### config.mk
export PLATFORM = sky130hd
export DESIGN_NAME = timer_type_a
export DESIGN_NICKNAME = d
export VERILOG_FILES = /design/src/timer_type_a_pkg.sv /design/src/tick_prescaler.sv /design/src/timer_type_a.sv
export SDC_FILE = /design/constraint.sdc
export NUM_CORES = 1
export LEC_CHECK = 0
export BUFFER_PORTS_ARGS = -buffer_cell sky130_fd_sc_hd__buf_2
export CAP_MARGIN = 20
export CELL_PAD_IN_SITES_DETAIL_PLACEMENT = 1
export CELL_PAD_IN_SITES_GLOBAL_PLACEMENT = 2
export CORE_MARGIN = 10
export CORE_UTILIZATION = 41
export DETAILED_ROUTE_END_ITERATION = 10
export PLACE_DENSITY_LB_ADDON = 0.1
export SLEW_MARGIN = 10
export SYNTH_ARGS = -nofsm -noshare
export SYNTH_HDL_FRONTEND = slang
export SYNTH_SLANG_ARGS = --single-unit
### constraint.sdc
create_clock -name hclk -period 4.5 [get_ports hclk]
set_clock_uncertainty 0.05 [all_clocks]
set_input_delay 0.9 -clock hclk [delete_from_list [all_inputs] [get_ports hclk]]
set_output_delay 0.9 -clock hclk [all_outputs]
set_load 0.01 [all_outputs]
### src/timer_type_a_pkg.sv
// Shared constants for the type A timer base counter: register map, fields, reset values and prescaler masks.
`default_nettype none
package timer_type_a_pkg;
    // Register byte offsets (one aligned word each).
    localparam logic [7:0] OFS_CONTROL_REG_A   = 8'h00;
    localparam logic [7:0] OFS_CONTROL_REG_E   = 8'h04;
    localparam logic [7:0] OFS_CONTROL_REG_F   = 8'h08;
    localparam logic [7:0] OFS_EVENT_CONTROL   = 8'h0c;
    localparam logic [7:0] OFS_CONTROL_REG_D   = 8'h10;
    localparam logic [7:0] OFS_FLAGS           = 8'h14;
    localparam logic [7:0] OFS_COUNT_VALUE     = 8'h20;
    localparam logic [7:0] OFS_PERIOD          = 8'h24;
    localparam logic [7:0] OFS_CYCLE_SHADOW    = 8'h28;
    localparam logic [7:0] OFS_COMPARE_BASE    = 8'h30;
    localparam logic [7:0] OFS_COMPARE_SHADOW  = 8'h40;
    localparam logic [7:0] OFS_STRIDE          = 8'h04;

    // Field positions in control_reg_a.
    localparam int A_ENABLE_BIT      = 0;
    localparam int A_PRESCALE_LSB    = 1;
    // Field positions in control_reg_e.
    localparam int E_DIR_BIT         = 0;
    localparam int E_HOLD_BIT        = 1;
    localparam int E_UPD_BOTTOM_BIT  = 2;
    // Field positions in control_reg_f.
    localparam int F_CYCLE_BV_BIT    = 0;
    localparam int F_CMP_BV_LSB      = 1;
    // Field positions in event_control_reg and control_reg_d.
    localparam int EV_TICK_EN_BIT    = 0;
    localparam int D_SPLIT_BIT       = 0;
    // Field positions in the flag register.
    localparam int FLAG_OVF          = 0;
    localparam int FLAG_OVF_HI       = 1;
    localparam int FLAG_CMP_LSB      = 2;
    localparam int FLAG_CMP_HI_LSB   = 5;
    localparam int FLAG_W            = 8;

    // Values after reset.
    localparam logic [15:0] RST_PERIOD  = 16'hffff;
    localparam logic [15:0] RST_COUNT   = 16'h0000;
    localparam logic [15:0] RST_COMPARE = 16'h0000;

    // Prescaler masks for divide by 1, 2, 4, 8, 16, 64, 256 and 1024.
    localparam int PRESCALE_W = 10;
    localparam logic [PRESCALE_W-1:0] PRESCALE_MASK [8] = '{
        10'h000, 10'h001, 10'h003, 10'h007, 10'h00f, 10'h03f, 10'h0ff, 10'h3ff
    };
endpackage : timer_type_a_pkg
`default_nettype wire
### src/tick_prescaler.sv
// Divider that turns the peripheral clock into prescaled counting ticks.
`timescale 1ns/1ps
`default_nettype none
module tick_prescaler
    import timer_type_a_pkg::*;
(
    // Clock and reset
    input  wire logic       hclk,
    input  wire logic       hresetn,
    // Control
    input  wire logic       run,
    input  wire logic [2:0] select,
    // Tick out
    output logic            tick
);
    logic [PRESCALE_W-1:0] div_q;
    logic [PRESCALE_W-1:0] mask;

    assign mask = PRESCALE_MASK[select];

    // The divider restarts while stopped so the first tick after enable comes a full period later.
    always_ff @(posedge hclk or negedge hresetn) begin
        if (!hresetn) begin
            div_q <= '0;
        end else if (!run) begin
            div_q <= '0;
        end else begin
            div_q <= div_q + 1'b1;
        end
    end

    assign tick = run && ((div_q & mask) == mask);
endmodule : tick_prescaler
`default_nettype wire

### src/timer_type_a.sv
// Base counter of the 16-bit type A timer with double-buffered period and compares, on an AHB-Lite slave.
// What this block does
// - Counter, period, compares and shadows are 16-bit.
// - Detect BOTTOM at zero, MAX, TOP at period.
// - Counting up, TOP wraps to zero next tick.
// - Counting down, BOTTOM reloads period value.
// - Counter write is immediate and wins priority.
// - Direction may change while running.
// - Enable starts counting prescaled clock ticks.
// - Event tick enable counts events instead.
// - Compare counter with zero, period, compares.
// - Triggers appear on the following timer tick.
// - Tick source is prescaler or event input.
// - UPDATE copies valid shadows unless held or in split mode.
// - One shadow valid flag per shadow.
// - Shadow write sets flag, UPDATE clears it.
// - Compare and shadow both directly writable.
// - Split mode gives two 8-bit counters.
// - Compare match sets flag on next tick.
// - Transferred compare used from next count.
// - Unbuffered period write takes effect immediately.
`timescale 1ns/1ps
`default_nettype none
module timer_type_a
    import timer_type_a_pkg::*;
#(
    parameter int CNT_W = 16,
    parameter int NCH   = 3
)(
    // AHB-Lite clock and reset
    input  wire logic             hclk,
    input  wire logic             hresetn,
    // AHB-Lite slave
    input  wire logic             hsel,
    input  wire logic [31:0]      haddr,
    input  wire logic [1:0]       htrans,
    input  wire logic             hwrite,
    input  wire logic [2:0]       hsize,
    input  wire logic             hready,
    input  wire logic [31:0]      hwdata,
    output logic [31:0]           hrdata,
    output logic                  hreadyout,
    output logic                  hresp,
    // Event system
    input  wire logic             event_in,
    output logic                  overflow_event,
    output logic                  overflow_hi_event,
    output logic [NCH-1:0]        compare_event,
    output logic [NCH-1:0]        compare_hi_event,
    // Waveform pins
    output logic [NCH-1:0]        waveform_output
);
    localparam int HALF = CNT_W / 2;

    // Bus data phase state.
    logic                 dp_valid_q;
    logic                 dp_write_q;
    logic [7:0]           dp_addr_q;
    logic                 rd_ready_q;
    logic [31:0]          hrdata_q;
    logic [31:0]          rd_val;

    // Control fields.
    logic                 enable_q;
    logic [2:0]           presc_q;
    logic                 dir_q;
    logic                 hold_q;
    logic                 upd_bottom_q;
    logic                 evt_en_q;
    logic                 split_q;

    // Counter state.
    logic [CNT_W-1:0]     cnt_q;
    logic [CNT_W-1:0]     cnt_d;
    logic [CNT_W-1:0]     per_q;
    logic [CNT_W-1:0]     per_shadow_q;
    logic                 per_bv_q;
    logic [CNT_W-1:0]     cmp_q    [NCH];
    logic [CNT_W-1:0]     cmp_sh_q [NCH];
    logic [NCH-1:0]       cmp_bv_q;
    logic [NCH-1:0]       match_lo;
    logic [NCH-1:0]       match_hi;
    logic [NCH-1:0]       wr_cmp;
    logic [NCH-1:0]       wr_cmp_sh;
    logic [FLAG_W-1:0]    flags_q;
    logic [FLAG_W-1:0]    flag_set;

    logic                 pre_tick;
    logic                 tick;
    logic                 at_top;
    logic                 at_bottom;
    logic                 at_max;
    logic                 upd;
    logic                 ovf_now;
    logic                 ovf_hi_now;

    // Write strobes, valid in the single write data phase cycle.
    logic                 wr;
    logic                 wr_a;
    logic                 wr_e;
    logic                 wr_f;
    logic                 wr_ev;
    logic                 wr_d;
    logic                 wr_flags;
    logic                 wr_cnt;
    logic                 wr_per;
    logic                 wr_per_sh;

    assign wr        = dp_valid_q && dp_write_q;
    assign wr_a      = wr && (dp_addr_q == OFS_CONTROL_REG_A);
    assign wr_e      = wr && (dp_addr_q == OFS_CONTROL_REG_E);
    assign wr_f      = wr && (dp_addr_q == OFS_CONTROL_REG_F);
    assign wr_ev     = wr && (dp_addr_q == OFS_EVENT_CONTROL);
    assign wr_d      = wr && (dp_addr_q == OFS_CONTROL_REG_D);
    assign wr_flags  = wr && (dp_addr_q == OFS_FLAGS);
    assign wr_cnt    = wr && (dp_addr_q == OFS_COUNT_VALUE);
    assign wr_per    = wr && (dp_addr_q == OFS_PERIOD);
    assign wr_per_sh = wr && (dp_addr_q == OFS_CYCLE_SHADOW);

    // Reads take one wait state so a read right after a write sees the written value.
    assign hreadyout = !(dp_valid_q && !dp_write_q && !rd_ready_q);
    assign hresp     = 1'b0;
    assign hrdata    = hrdata_q;

    always_ff @(posedge hclk or negedge hresetn) begin
        if (!hresetn) begin
            dp_valid_q <= 1'b0;
            dp_write_q <= 1'b0;
            dp_addr_q  <= 8'h00;
        end else if (hreadyout) begin
            dp_valid_q <= hsel && htrans[1] && hready;
            dp_write_q <= hwrite;
            dp_addr_q  <= haddr[7:0];
        end
    end

    always_ff @(posedge hclk or negedge hresetn) begin
        if (!hresetn) begin
            rd_ready_q <= 1'b0;
            hrdata_q   <= 32'h0000_0000;
        end else if (dp_valid_q && !dp_write_q && !rd_ready_q) begin
            rd_ready_q <= 1'b1;
            hrdata_q   <= rd_val;
        end else begin
            rd_ready_q <= 1'b0;
        end
    end

    // Read multiplexer; unmapped offsets read as zero.
    always_comb begin
        rd_val = 32'h0000_0000;
        if (dp_addr_q == OFS_CONTROL_REG_A) begin
            rd_val[A_ENABLE_BIT] = enable_q;
            rd_val[A_PRESCALE_LSB +: 3] = presc_q;
        end else if (dp_addr_q == OFS_CONTROL_REG_E) begin
            rd_val[E_DIR_BIT] = dir_q;
            rd_val[E_HOLD_BIT] = hold_q;
            rd_val[E_UPD_BOTTOM_BIT] = upd_bottom_q;
        end else if (dp_addr_q == OFS_CONTROL_REG_F) begin
            rd_val[F_CYCLE_BV_BIT] = per_bv_q;
            rd_val[F_CMP_BV_LSB +: NCH] = cmp_bv_q;
        end else if (dp_addr_q == OFS_EVENT_CONTROL) begin
            rd_val[EV_TICK_EN_BIT] = evt_en_q;
        end else if (dp_addr_q == OFS_CONTROL_REG_D) begin
            rd_val[D_SPLIT_BIT] = split_q;
        end else if (dp_addr_q == OFS_FLAGS) begin
            rd_val[FLAG_W-1:0] = flags_q;
            rd_val[8] = at_bottom;
            rd_val[9] = at_top;
            rd_val[10] = at_max;
        end else if (dp_addr_q == OFS_COUNT_VALUE) begin
            rd_val[CNT_W-1:0] = cnt_q;
        end else if (dp_addr_q == OFS_PERIOD) begin
            rd_val[CNT_W-1:0] = per_q;
        end else if (dp_addr_q == OFS_CYCLE_SHADOW) begin
            rd_val[CNT_W-1:0] = per_shadow_q;
        end else begin
            for (int i = 0; i < NCH; i++) begin
                if (dp_addr_q == OFS_COMPARE_BASE + 8'(i) * OFS_STRIDE) begin
                    rd_val[CNT_W-1:0] = cmp_q[i];
                end
                if (dp_addr_q == OFS_COMPARE_SHADOW + 8'(i) * OFS_STRIDE) begin
                    rd_val[CNT_W-1:0] = cmp_sh_q[i];
                end
            end
        end
    end

    // Control registers.
    always_ff @(posedge hclk or negedge hresetn) begin
        if (!hresetn) begin
            enable_q     <= 1'b0;
            presc_q      <= 3'h0;
            dir_q        <= 1'b0;
            hold_q       <= 1'b0;
            upd_bottom_q <= 1'b0;
            evt_en_q     <= 1'b0;
            split_q      <= 1'b0;
        end else begin
            if (wr_a) begin
                enable_q <= hwdata[A_ENABLE_BIT];
                presc_q  <= hwdata[A_PRESCALE_LSB +: 3];
            end
            if (wr_e) begin
                dir_q        <= hwdata[E_DIR_BIT];
                hold_q       <= hwdata[E_HOLD_BIT];
                upd_bottom_q <= hwdata[E_UPD_BOTTOM_BIT];
            end
            if (wr_ev) begin
                evt_en_q <= hwdata[EV_TICK_EN_BIT];
            end
            if (wr_d) begin
                split_q <= hwdata[D_SPLIT_BIT];
            end
        end
    end

    tick_prescaler u_prescaler (
        .hclk    (hclk),
        .hresetn (hresetn),
        .run     (enable_q && !evt_en_q),
        .select  (presc_q),
        .tick    (pre_tick)
    );

    // Software is expected to load the period before enabling.
    assign tick = enable_q && (evt_en_q ? event_in : pre_tick);

    assign at_bottom = (cnt_q == '0);
    assign at_top    = (cnt_q == per_q);
    assign at_max    = (cnt_q == {CNT_W{1'b1}});

    // UPDATE point follows the selected mode; split mode does not buffer.
    assign upd = tick && !split_q && !hold_q && (upd_bottom_q ? at_bottom : at_top);

    assign ovf_now    = tick && (split_q ? (cnt_q[HALF-1:0] == '0) : (dir_q ? at_bottom : at_top));
    assign ovf_hi_now = tick && split_q && (cnt_q[CNT_W-1:HALF] == '0);

    // Split halves both count down and reload from their own period byte.
    always_comb begin
        cnt_d = cnt_q;
        if (wr_cnt) begin
            cnt_d = hwdata[CNT_W-1:0];
        end else if (tick) begin
            if (split_q) begin
                cnt_d[HALF-1:0] = (cnt_q[HALF-1:0] == '0) ? per_q[HALF-1:0]
                                                         : cnt_q[HALF-1:0] - 1'b1;
                cnt_d[CNT_W-1:HALF] = (cnt_q[CNT_W-1:HALF] == '0) ? per_q[CNT_W-1:HALF]
                                                                 : cnt_q[CNT_W-1:HALF] - 1'b1;
            end else if (!dir_q) begin
                cnt_d = at_top ? '0 : cnt_q + 1'b1;
            end else begin
                cnt_d = at_bottom ? per_q : cnt_q - 1'b1;
            end
        end
    end

    always_ff @(posedge hclk or negedge hresetn) begin
        if (!hresetn) begin
            cnt_q <= RST_COUNT;
        end else begin
            cnt_q <= cnt_d;
        end
    end

    // Period and its shadow; a shadow write sets the valid flag and beats the UPDATE clear.
    always_ff @(posedge hclk or negedge hresetn) begin
        if (!hresetn) begin
            per_q        <= RST_PERIOD;
            per_shadow_q <= RST_PERIOD;
            per_bv_q     <= 1'b0;
        end else begin
            if (wr_per) begin
                per_q <= hwdata[CNT_W-1:0];
            end else if (upd && per_bv_q) begin
                per_q <= per_shadow_q;
            end
            if (wr_per_sh) begin
                per_shadow_q <= hwdata[CNT_W-1:0];
            end
            if (wr_per_sh) begin
                per_bv_q <= 1'b1;
            end else if (upd) begin
                per_bv_q <= 1'b0;
            end else if (wr_f) begin
                per_bv_q <= hwdata[F_CYCLE_BV_BIT];
            end
        end
    end

    for (genvar i = 0; i < NCH; i++) begin : g_channel
        assign wr_cmp[i]    = wr && (dp_addr_q == OFS_COMPARE_BASE + 8'(i) * OFS_STRIDE);
        assign wr_cmp_sh[i] = wr && (dp_addr_q == OFS_COMPARE_SHADOW + 8'(i) * OFS_STRIDE);

        assign match_lo[i] = split_q ? (cnt_q[HALF-1:0] == cmp_q[i][HALF-1:0])
                                     : (cnt_q == cmp_q[i]);
        assign match_hi[i] = split_q && (cnt_q[CNT_W-1:HALF] == cmp_q[i][CNT_W-1:HALF]);

        always_ff @(posedge hclk or negedge hresetn) begin
            if (!hresetn) begin
                cmp_q[i]    <= RST_COMPARE;
                cmp_sh_q[i] <= RST_COMPARE;
                cmp_bv_q[i] <= 1'b0;
            end else begin
                if (wr_cmp[i]) begin
                    cmp_q[i] <= hwdata[CNT_W-1:0];
                end else if (upd && cmp_bv_q[i]) begin
                    cmp_q[i] <= cmp_sh_q[i];
                end
                if (wr_cmp_sh[i]) begin
                    cmp_sh_q[i] <= hwdata[CNT_W-1:0];
                end
                if (wr_cmp_sh[i]) begin
                    cmp_bv_q[i] <= 1'b1;
                end else if (upd) begin
                    cmp_bv_q[i] <= 1'b0;
                end else if (wr_f) begin
                    cmp_bv_q[i] <= hwdata[F_CMP_BV_LSB + i];
                end
            end
        end

        // Frequency style output: toggles on each match_lo compare trigger; split-mode high-byte triggers do not toggle it.
        always_ff @(posedge hclk or negedge hresetn) begin
            if (!hresetn) begin
                waveform_output[i] <= 1'b0;
            end else if (tick && match_lo[i]) begin
                waveform_output[i] <= !waveform_output[i];
            end
        end
    end

    // A condition reached earlier is acted on at the next tick.
    always_comb begin
        flag_set = '0;
        flag_set[FLAG_OVF]    = ovf_now;
        flag_set[FLAG_OVF_HI] = ovf_hi_now;
        flag_set[FLAG_CMP_LSB +: NCH]    = {NCH{tick}} & match_lo;
        flag_set[FLAG_CMP_HI_LSB +: NCH] = {NCH{tick}} & match_hi;
    end

    // Flags clear by writing ones; a set in the same cycle wins.
    always_ff @(posedge hclk or negedge hresetn) begin
        if (!hresetn) begin
            flags_q <= '0;
        end else begin
            flags_q <= (flags_q & ~(wr_flags ? hwdata[FLAG_W-1:0] : '0)) | flag_set;
        end
    end

    always_ff @(posedge hclk or negedge hresetn) begin
        if (!hresetn) begin
            overflow_event    <= 1'b0;
            overflow_hi_event <= 1'b0;
            compare_event     <= '0;
            compare_hi_event  <= '0;
        end else begin
            overflow_event    <= ovf_now;
            overflow_hi_event <= ovf_hi_now;
            compare_event     <= {NCH{tick}} & match_lo;
            compare_hi_event  <= {NCH{tick}} & match_hi;
        end
    end

    AST_WRAP_UP: assert property (@(posedge hclk) disable iff (!hresetn)
        tick && !split_q && !dir_q && at_top && !wr_cnt |=> cnt_q == '0)
        else $error("Up count did not wrap to zero at top.");

    AST_RELOAD_DOWN: assert property (@(posedge hclk) disable iff (!hresetn)
        tick && !split_q && dir_q && at_bottom && !wr_cnt |=> cnt_q == $past(per_q))
        else $error("Down count did not reload the period at bottom.");

    AST_CNT_WRITE: assert property (@(posedge hclk) disable iff (!hresetn)
        wr_cnt |=> cnt_q == $past(hwdata[CNT_W-1:0]))
        else $error("Counter write was not taken at once.");

    AST_HOLD_DISABLED: assert property (@(posedge hclk) disable iff (!hresetn)
        !enable_q && !wr_cnt |=> $stable(cnt_q) && !overflow_event && compare_event == '0)
        else $error("Disabled counter moved or triggered.");

    AST_UP_STEP: assert property (@(posedge hclk) disable iff (!hresetn)
        tick && !split_q && !dir_q && !at_top && !wr_cnt |=> cnt_q == CNT_W'($past(cnt_q) + 1'b1))
        else $error("Up count did not step by one.");

    AST_PER_UPDATE: assert property (@(posedge hclk) disable iff (!hresetn)
        upd && per_bv_q && !wr_per && !wr_per_sh |=> per_q == $past(per_shadow_q) && !per_bv_q)
        else $error("Period shadow not moved at update.");

    AST_UPDATE_LOCK: assert property (@(posedge hclk) disable iff (!hresetn)
        hold_q && !wr_per |=> $stable(per_q))
        else $error("Period changed while update was held.");

    AST_BV_SET: assert property (@(posedge hclk) disable iff (!hresetn)
        wr_cmp_sh[0] |=> cmp_bv_q[0] ##0 cmp_sh_q[0] == $past(hwdata[CNT_W-1:0]))
        else $error("Compare shadow write did not set its valid flag.");

    AST_CMP_FLAG: assert property (@(posedge hclk) disable iff (!hresetn)
        tick && match_lo[0] |=> flags_q[FLAG_CMP_LSB] && compare_event[0])
        else $error("Compare match did not set flag and event.");

    AST_EVENT_SOURCE: assert property (@(posedge hclk) disable iff (!hresetn)
        enable_q && evt_en_q |-> tick == event_in)
        else $error("Event tick mode did not follow the event input.");

    AST_READ_WAIT: assert property (@(posedge hclk) disable iff (!hresetn)
        dp_valid_q && !dp_write_q && !rd_ready_q |-> !hreadyout ##1 hreadyout)
        else $error("Read did not complete after one wait state.");
endmodule : timer_type_a
`default_nettype wire

# After elaboration in Yosys (flattened, before gate mapping)
# Memory sizes are Yosys's and may differ from the RTL's.
# Cells that the tools add are included.
[word_totals]
reg_bits = 213
output_inout_bits = 45
inputBits = 75
romBits = 80
n_memories = 1
[memory_table]
columns = ["memory", "depth", "word_bits", "rd", "rd_clocked_by_memory_dff", "wr", "line_no", "text"]
rows = [
  ["(name not given)", 8, 10, 1, 0, 0, "tick_prescaler.sv:19", "assign mask = PRESCALE_MASK[select];"],
]
[op_classes]
n_mux = 72
bitwise = 7
eq_ne = 26
order_cmp = 1
addsub = 5
n_reduce_logical = 61
[ops]
columns = ["cell", "n"]
rows = [
  ["two-way mux 16 bit", 29],
  ["two-way mux 11 bit", 6],
  ["== test 16 bit", 4],
  ["== test 8 x 6 -> 1 bit (second input constant)", 6],
  ["== test 8 bit", 6],
  ["logical AND 1 bit", 39],
  ["two-way mux 10 bit", 3],
  ["two-way mux 15 bit", 2],
  ["== test 8 x 7 -> 1 bit (second input constant)", 3],
  ["zero test 8 bit", 3],
  ["two-way mux 12 bit", 2],
  ["two-way mux 8 bit", 3],
  ["two-way mux 1 bit", 22],
  ["adder 16 x 1 -> 16 bit (second input constant)", 1],
  ["== test 16 bit (second input constant)", 1],
  ["== test 8 x 4 -> 1 bit (second input constant)", 2],
  ["== test 8 x 5 -> 1 bit (second input constant)", 2],
  ["zero test 16 bit", 1],
  ["subtractor 16 x 1 -> 16 bit (second input constant)", 1],
  ["subtractor 8 x 1 -> 8 bit (second input constant)", 2],
  ["two-way mux 13 bit", 1],
  ["nonzero test 3 bit", 4],
  ["adder 10 x 1 -> 10 bit (second input constant)", 1],
  ["bitwise AND 10 bit", 1],
  ["13 further kinds", 27],
]

# Logic depth before layout (Yosys ltp)
# Gate-level depths: netlist (run 1).
[depth]
ltp_word = 27
mapped_depth = 11
mapped_depth_nobuf = 8

# Hierarchy
# From an unflattened synthesis (run 1), not the netlist that was laid out.
[unflattened]
cells_unflattened = 1470
area_unflattened_um2 = 13167.6
[by_module_without_submodules]
columns = ["module", "area_each_um2", "seq_area_each_um2", "cells_each", "instances"]
rows = [
  ["timer_type_a", 12635.9, 5119.9, 1415, 1],
  ["tick_prescaler", 531.8, 250.2, 55, 1],
]

# Worst setup path after synthesis (run 1)
# OpenSTA, ideal clock, no wires.
[synth_timing]
kind = "register -> register"
start = "reg cnt_q[0]"
end = "reg cmp_q[37] (netlist name)"
n_path_buf = 3
synth_period_minus_slack_ns = 2.763
path_stages_with_launch = 12
path_slack_ns = 1.737
t_arrival_ns = 2.586
path_cell_list = "dfrtp_1 buf_1 inv_1 ha_1 nor3b_1 and4_1 nand2_1 o21ai_2 a41o_1 buf_4 buf_6 mux2_1"
[synth_via]
elab_chain_len = 5
word_cells_on_any_way = 6
cone_classes = "1 x eq/ne; 1 x mux; 4 x reduce/logical"
[synth_lines]
columns = ["element", "line_no", "text"]
rows = [
  ["start, declared", "timer_type_a.sv:73", "logic [CNT_W-1:0] cnt_q;"],
  ["start signal, assigned", "timer_type_a.sv:262", "cnt_q <= cnt_d;"],
  ["== test 16 bit / zero test 16 bit (equally long branches)", "timer_type_a.sv:230, timer_type_a.sv:229", ""],
  ["two-way mux 1 bit (*)", "timer_type_a.sv:234", "assign upd = tick && !split_q && !hold_q && (upd_bottom_q ? at_bottom : at_top);"],
  ["logical AND 1 bit (*)", "timer_type_a.sv:234", ""],
  ["logical AND 1 bit (*)", "timer_type_a.sv:307", "end else if (upd && cmp_bv_q[i]) begin"],
  ["nonzero test 2 bit (no line) (*)", "--", ""],
  ["end signal, assigned by index", "timer_type_a.sv:306", "cmp_q[i] <= hwdata[CNT_W-1:0];"],
  ["end signal, assigned by index", "timer_type_a.sv:308", "cmp_q[i] <= cmp_sh_q[i];"],
  ["end, declared", "timer_type_a.sv:78", "logic [CNT_W-1:0] cmp_q [NCH];"],
]
# Mark *: on every way between the ends. The rest lies on a longest branch, timed or not.
# A chain may end at the register's enable or synchronous reset.

# Worst setup path after layout (run 1)
[layout_timing]
start = "reg cnt_q[1]"
end = "reg cmp_q[39] (netlist name)"
# The elaborated chain is that of the path after synthesis.

==> results.yml, run 1 <==
status:
  status: "complete, no violations"
floorplanning:
  start_util: 0.414
  die_h_um: 198
  pin_count: 120
  num_rows: 65
  dieArea_um2: 39300
  core-area_um2: 31500
  die_w_um: 198
yosys:
  synth_seq_cells: 213
  synth.avg_cell_area_um2: 9.13
  synth-async-reset-ratio: 1.00
  ys_types: 84
  ys_warn_count: 0
  synth_ff_type: "dfrtp_1"
  syn_inst: 1426
  ys_seq_area_frac: 0.412
  synth.cell_area_um2: 13000
  synth-edff-count: 0
worst_setup_path:
  crit_fanout: 16
  cp_slowest_stage_delay_ns: 0.65
  slowest_stage: "nor3b_1"
  r2r-start: "cnt_q[1]"
  worstSetupStartpointType: "flip-flop"
  crit_chain: "inv_1, ha_1, nor3b_1, and4_1, nand2_1, o21ai_4, a41o_1, buf_4, mux2_1"
  cp-end-kind: "flip-flop"
  rr_worst_depth: 9
  crit_type: "reg2reg"
  r2r_slack_ns: 1.00
  worstPathRequired_ns: 4.90
  worst-endpoint-arrival_ns: 3.89
  r2r-end: "cmp_q[39]"
  cp-startpoint: "cnt_q[1]"
power_and_ir_drop:
  leakage_nw: 6.19
  vdd_drop_max_v: 0.000296
  powerDensity_nw_per_um2: 384
  seq_power_share: 0.397
  internal-power_mw: 3.77
  combinationalPowerShare: 0.210
  p_sw_mw: 1.84
  swShare: 0.328
  clkPwrFrac: 0.393
layout:
  antenna_cells: 0
  final_common_cell: "nand2_1"
  syn_to_final_growth_pct: 12.4
  fin_nets: 1529
  drive_gt1_frac: 0.195
  stdcell_area_um2: 14600
  final_cell_mix: "nand2_1 (186), dfrtp_1 (181), nor2_1 (108)"
clocking:
  cts_made_buffers: 28
  tritoncts: "built"
  clk_latency_ns: 0.57
  clock-sinks: 213
  path_clk_slew_ns: 0.06
  htreeDepth: 1
  clockBufferDepth: 3
  postCtsSetupRepairBufs: 0
  postCtsHoldBufs: 0
  cts_root_buffer: "clkbuf_16"
  postCtsResizedCells: 0
route:
  drt-vias-per-instance: 6.30
  vias: 11796
  remaining_drc_errors: 0
  wl_per_cell_um: 27.3
  drtIter0Drc: 901
  first_pass_iters: 5
  wl_um: 51100
  ant_nets: 0
placement:
  port_buffers: 58
  gp_congestion: 0.899
  placed_area_um2: 13700
  dp_hpwl_um: 36500
grt:
  grt_pass1_vias: 12218
  grt_pass1_wl_um: 78300
  antenna_found_initial: 0
  track_usage: 0.260
  overflow: 0
  grt_max_degree: 91
worst_hold_path:
  hp-class: "in2async"
sta:
  fin_crit_ns: 3.50
  fmax_mhz: 286
  drv_slew: 0
  maxSlewHeadroom: 0.287
  rsz0062_at_grt: "false"
  worst_pin_slew_ns: 1.06
  fin_crit_sh: 0.777
  setup_viol: 0
  hold_viol: 0
  finalSetupTns_ns: 0
job:
  maxCapViolCount: 0
area by class of cell:
type	count	area [µm²]
sequential	213	5370
tap	402	503
fill	3588	16800
inverter	16	60.1
timing repair buffer	116	761
multi-input combinational	1074	7050
clock inverter	10	129
clock buffer	40	766
sequential cells by signal, summed over array words and instances, names as in the netlist, 3 cells and up:
signal and flops:
cnt_q 16, cmp_sh_q 48, u_prescaler.div_q 10, per_shadow_q 16, compare_hi_event 3, per_q 16, waveform_output 3, flags_q 8
hrdata 16, cmp_q 48, dp_addr_q 8, cmp_bv_q 3, compare_event 3, presc_q 3
critical path, delay by kind of cell (launching register included):
family                     cells  cell delay (ns)
buffers and inverters          2             0.47
DFF                            1             0.38
adders and majority gates      1             0.46
and+or+nand+nor                3             1.12
AOI/OAI and AO/OA              2             0.54
muxes                          1             0.36
per-stage QoR:
| stage | cells | total power, mW | util | hold slack (ns) | setup slack, ns |
|---|---|---|---|---|---|
| final | 1871 | 5.62 | 0.465 | 0.304 | 1.00 |
| after detailed placement | 1820 | 3.42 | 0.437 | 0.403 | 1.08 |
| after CTS | 1870 | 5.64 | 0.465 | 0.332 | 1.09 |
| after global routing | 1871 | 5.85 | 0.465 | 0.347 | 0.841 |
| after global placement | 1820 | 3.39 | 0.437 | 0.401 | 1.13 |
| after floorplan | 1442 | 2.97 | - | 0.400 | 1.74 |
power by group through the flow:
stage,clock (mW),sequential [mW],combinational (mW)
floorplan,0,2.16,0.814
global placement,0,2.25,1.14
detailed placement,0,2.26,1.16
CTS,2.24,2.23,1.17
global route,2.33,2.25,1.28
finish,2.20,2.23,1.18
synth_stat cells (all sizes together) (24+ instances only):
| cell | count | area share |
|---|---|---|
| nand2 | 187 | 0.054 |
| dfrtp | 181 | 0.35 |
| nor2 | 115 | 0.034 |
| mux2 | 88 | 0.076 |
| o21ai | 83 | 0.032 |
| clkbuf | 81 | 0.024 |
| nand3 | 72 | 0.028 |
| buf | 58 | 0.025 |
| xnor2 | 58 | 0.039 |
| a31oi | 40 | 0.019 |
| nand4 | 38 | 0.019 |
| o211ai | 36 | 0.021 |
| a21oi | 35 | 0.013 |
| dfstp | 32 | 0.065 |
| xor2 | 28 | 0.019 |
| o22ai | 24 | 0.012 |
how the worst max path moves through the flow:
stage | depth (start not counted) | end
finish | 9 | cmp_q[39]
global route | 9 | cnt_q[11]
CTS | 9 | cmp_q[34]
detailed placement | 9 | cmp_q[39]
global placement | 9 | cmp_q[42]
floorplan | 11 | cmp_q[37]
per-layer routing:
metal | global-route usage | vias up | share of wire | routed length (µm)
met5 | 0 | - | 0 | 0
met3 | 0.0331 | 89 | 0.057 | 2900
met2 | 0.414 | 413 | 0.46 | 23700
li1 | - | 5236 | - | -
met4 | 0.0817 | 0 | 0.031 | 1570
met1 | 0.357 | 6058 | 0.45 | 22900
cells by family (layout without fill, tap and decap cells):
group,after synthesis,after routing,share of synthesized area
buffers and inverters,155,182,0.0539
flip-flops,213,213,0.412
multiplexers,98,98,0.0838
other,1,17,0.000288
AO/OA/AOI/OAI,360,360,0.193
AND/OR/NAND/NOR,508,508,0.194
XOR/XNOR,86,86,0.0578
adder cells (fa/ha/maj),5,5,0.00480
Note: power is estimated with default switching activity, not from simulation.
==> inputs of run 2 (changes only) <==
CORE_UTILIZATION = 34   (was 41)
clock period = 3.2 ns   (was 4.5 ns; I/O delays follow)
==> run 2 against run 1 <==
Critical path depth stayed put. Die area is 18% higher. Flip-flop and latch count stayed put. Register-to-register slack worse by 0.75 ns. Clock power is 40% higher. Sequential share of layout area is 1.1 points lower. Maximum frequency is 19% higher. Critical path type unchanged. Critical endpoint is now cnt_q[1].
==> results.yml, run 2 (synthesized netlist as in run 1, its figures left out) <==
status:
  status: "complete, no violations"
route:
  wl_per_cell_um: 26.5
  vias: 11874
  drt-vias-per-instance: 5.87
  wl_um: 53600
  remaining_drc_errors: 0
  first_pass_iters: 5
  drtIter0Drc: 865
  ant_nets: 0
layout:
  final_cell_mix: "nand2_1 (186), dfrtp_1 (181), nor2_1 (109)"
  final_common_cell: "nand2_1"
  final_cells: 2024
  reg_top3: "cmp_q (48), cmp_sh_q (48)"
  antenna_cells: 0
  syn_to_final_growth_pct: 16.1
  drive_gt1_frac: 0.217
  fin_nets: 1572
grt:
  grt_max_degree: 69
  overflow: 0
  grt_pass1_wl_um: 81800
  antenna_found_initial: 1
  grt_pass1_vias: 12356
  track_usage: 0.226
worst_setup_path:
  worstSetupStartpointType: "flip-flop"
  cp-end-kind: "flip-flop"
  worstPathRequired_ns: 3.60
  r2r-end: "cnt_q[1]"
  endpoint: "cnt_q[1]"
  r2r-start: "cnt_q[9]"
  r2r_slack_ns: 0.25
  crit_type: "reg2reg"
  cp-startpoint: "cnt_q[9]"
  crit_fanout: 7
  worst-endpoint-arrival_ns: 3.35
  rr_worst_depth: 9
clocking:
  postCtsResizedCells: 0
  postCtsHoldBufs: 1
  clockBufferDepth: 3
  htreeDepth: 1
  tritoncts: "built"
  clk_latency_ns: 0.57
  postCtsSetupRepairBufs: 0
  cts_root_buffer: "clkbuf_16"
  path_clk_slew_ns: 0.06
  cts_made_buffers: 28
  clock-sinks: 213
placement:
  place_ws_ns: 0.258
  post-place-cells: 1972
  gp_congestion: 0.881
  dp_hpwl_um: 39000
  port_buffers: 58
sta:
  hold_slack_ns: 0.221
  setup_viol: 0
  fin_crit_sh: 0.921
  finalSetupTns_ns: 0
  rsz0062_at_grt: "false"
  fin_crit_ns: 2.95
  maxSlewHeadroom: 0.463
  fmax_mhz: 339
  worst_pin_slew_ns: 0.786
  layout_setup_ws_ns: 0.252
  hold_viol: 0
  drv_slew: 0
power_and_ir_drop:
  leakage_nw: 6.41
  vdd_drop_max_v: 0.000377
  p_total_mw: 7.96
  powerDensity_nw_per_um2: 527
floorplanning:
  core-area_um2: 37800
  start_util: 0.345
  dieArea_um2: 46500
  die_w_um: 216
  die_h_um: 216
  pin_count: 120
  num_rows: 71
job:
  maxCapViolCount: 0
worst_hold_path:
  hp-class: "in2reg"
-- run 2: where the power goes --
| group | switching, mW | total [mW] | internal, mW |
|---|---|---|---|
| clock network | 1.27 | 3.08 | 1.81 |
| logic | 1.10 | 1.77 | 0.666 |
| registers | 0.245 | 3.11 | 2.86 |
-- run 2: layout make-up --
cell class	instances	area, µm²
multi-input cells	1074	7050
clock inverters	5	27.5
repair buffers	159	1110
flip-flops and latches	213	5370
well taps	511	639
clock buffers	46	860
inverters	16	60.1
fillers	4374	22600
-- run 2: per-stage QoR --
stage / instance area (µm²) / utilization
finish: 15100 / 0.400
global route: 15100 / 0.400
CTS: 15100 / 0.400
detailed placement: 14200 / 0.377
global placement: 14200 / 0.377
floorplan: 13100 / -
-- run 2: layer usage --
metal,track usage,wire length (µm)
met5,0,0
met4,0.0495,982
met3,0.0218,2350
met2,0.371,25200
met1,0.315,25000
-- run 2: worst min-delay path by stage --
| stage | from | to | slack, ns | cells after the start |
|---|---|---|---|---|
| after CTS | haddr[2] | dp_addr_q[2] | 0.21 | 3 |
| after global placement | waveform_output[0] | waveform_output[0] | 0.40 | 1 |
| after floorplan | hresetn | cmp_bv_q[0] | 0.29 | 0 |
| after detailed placement | waveform_output[1] | waveform_output[1] | 0.40 | 1 |
| after global routing | haddr[7] | dp_addr_q[7] | 0.23 | 3 |
| final | haddr[2] | dp_addr_q[2] | 0.22 | 3 |
-- run 2: critical path, cell delays in order, from the launching register on --
cell and delay, ns:
dfrtp_1 0.38, inv_1 0.14, ha_1 0.26, nor4b_4 0.44, nand4_1 0.31, nor2_1 0.18
a211oi_1 0.06, a2111oi_0 0.69, buf_4 0.22, o21ai_0 0.08
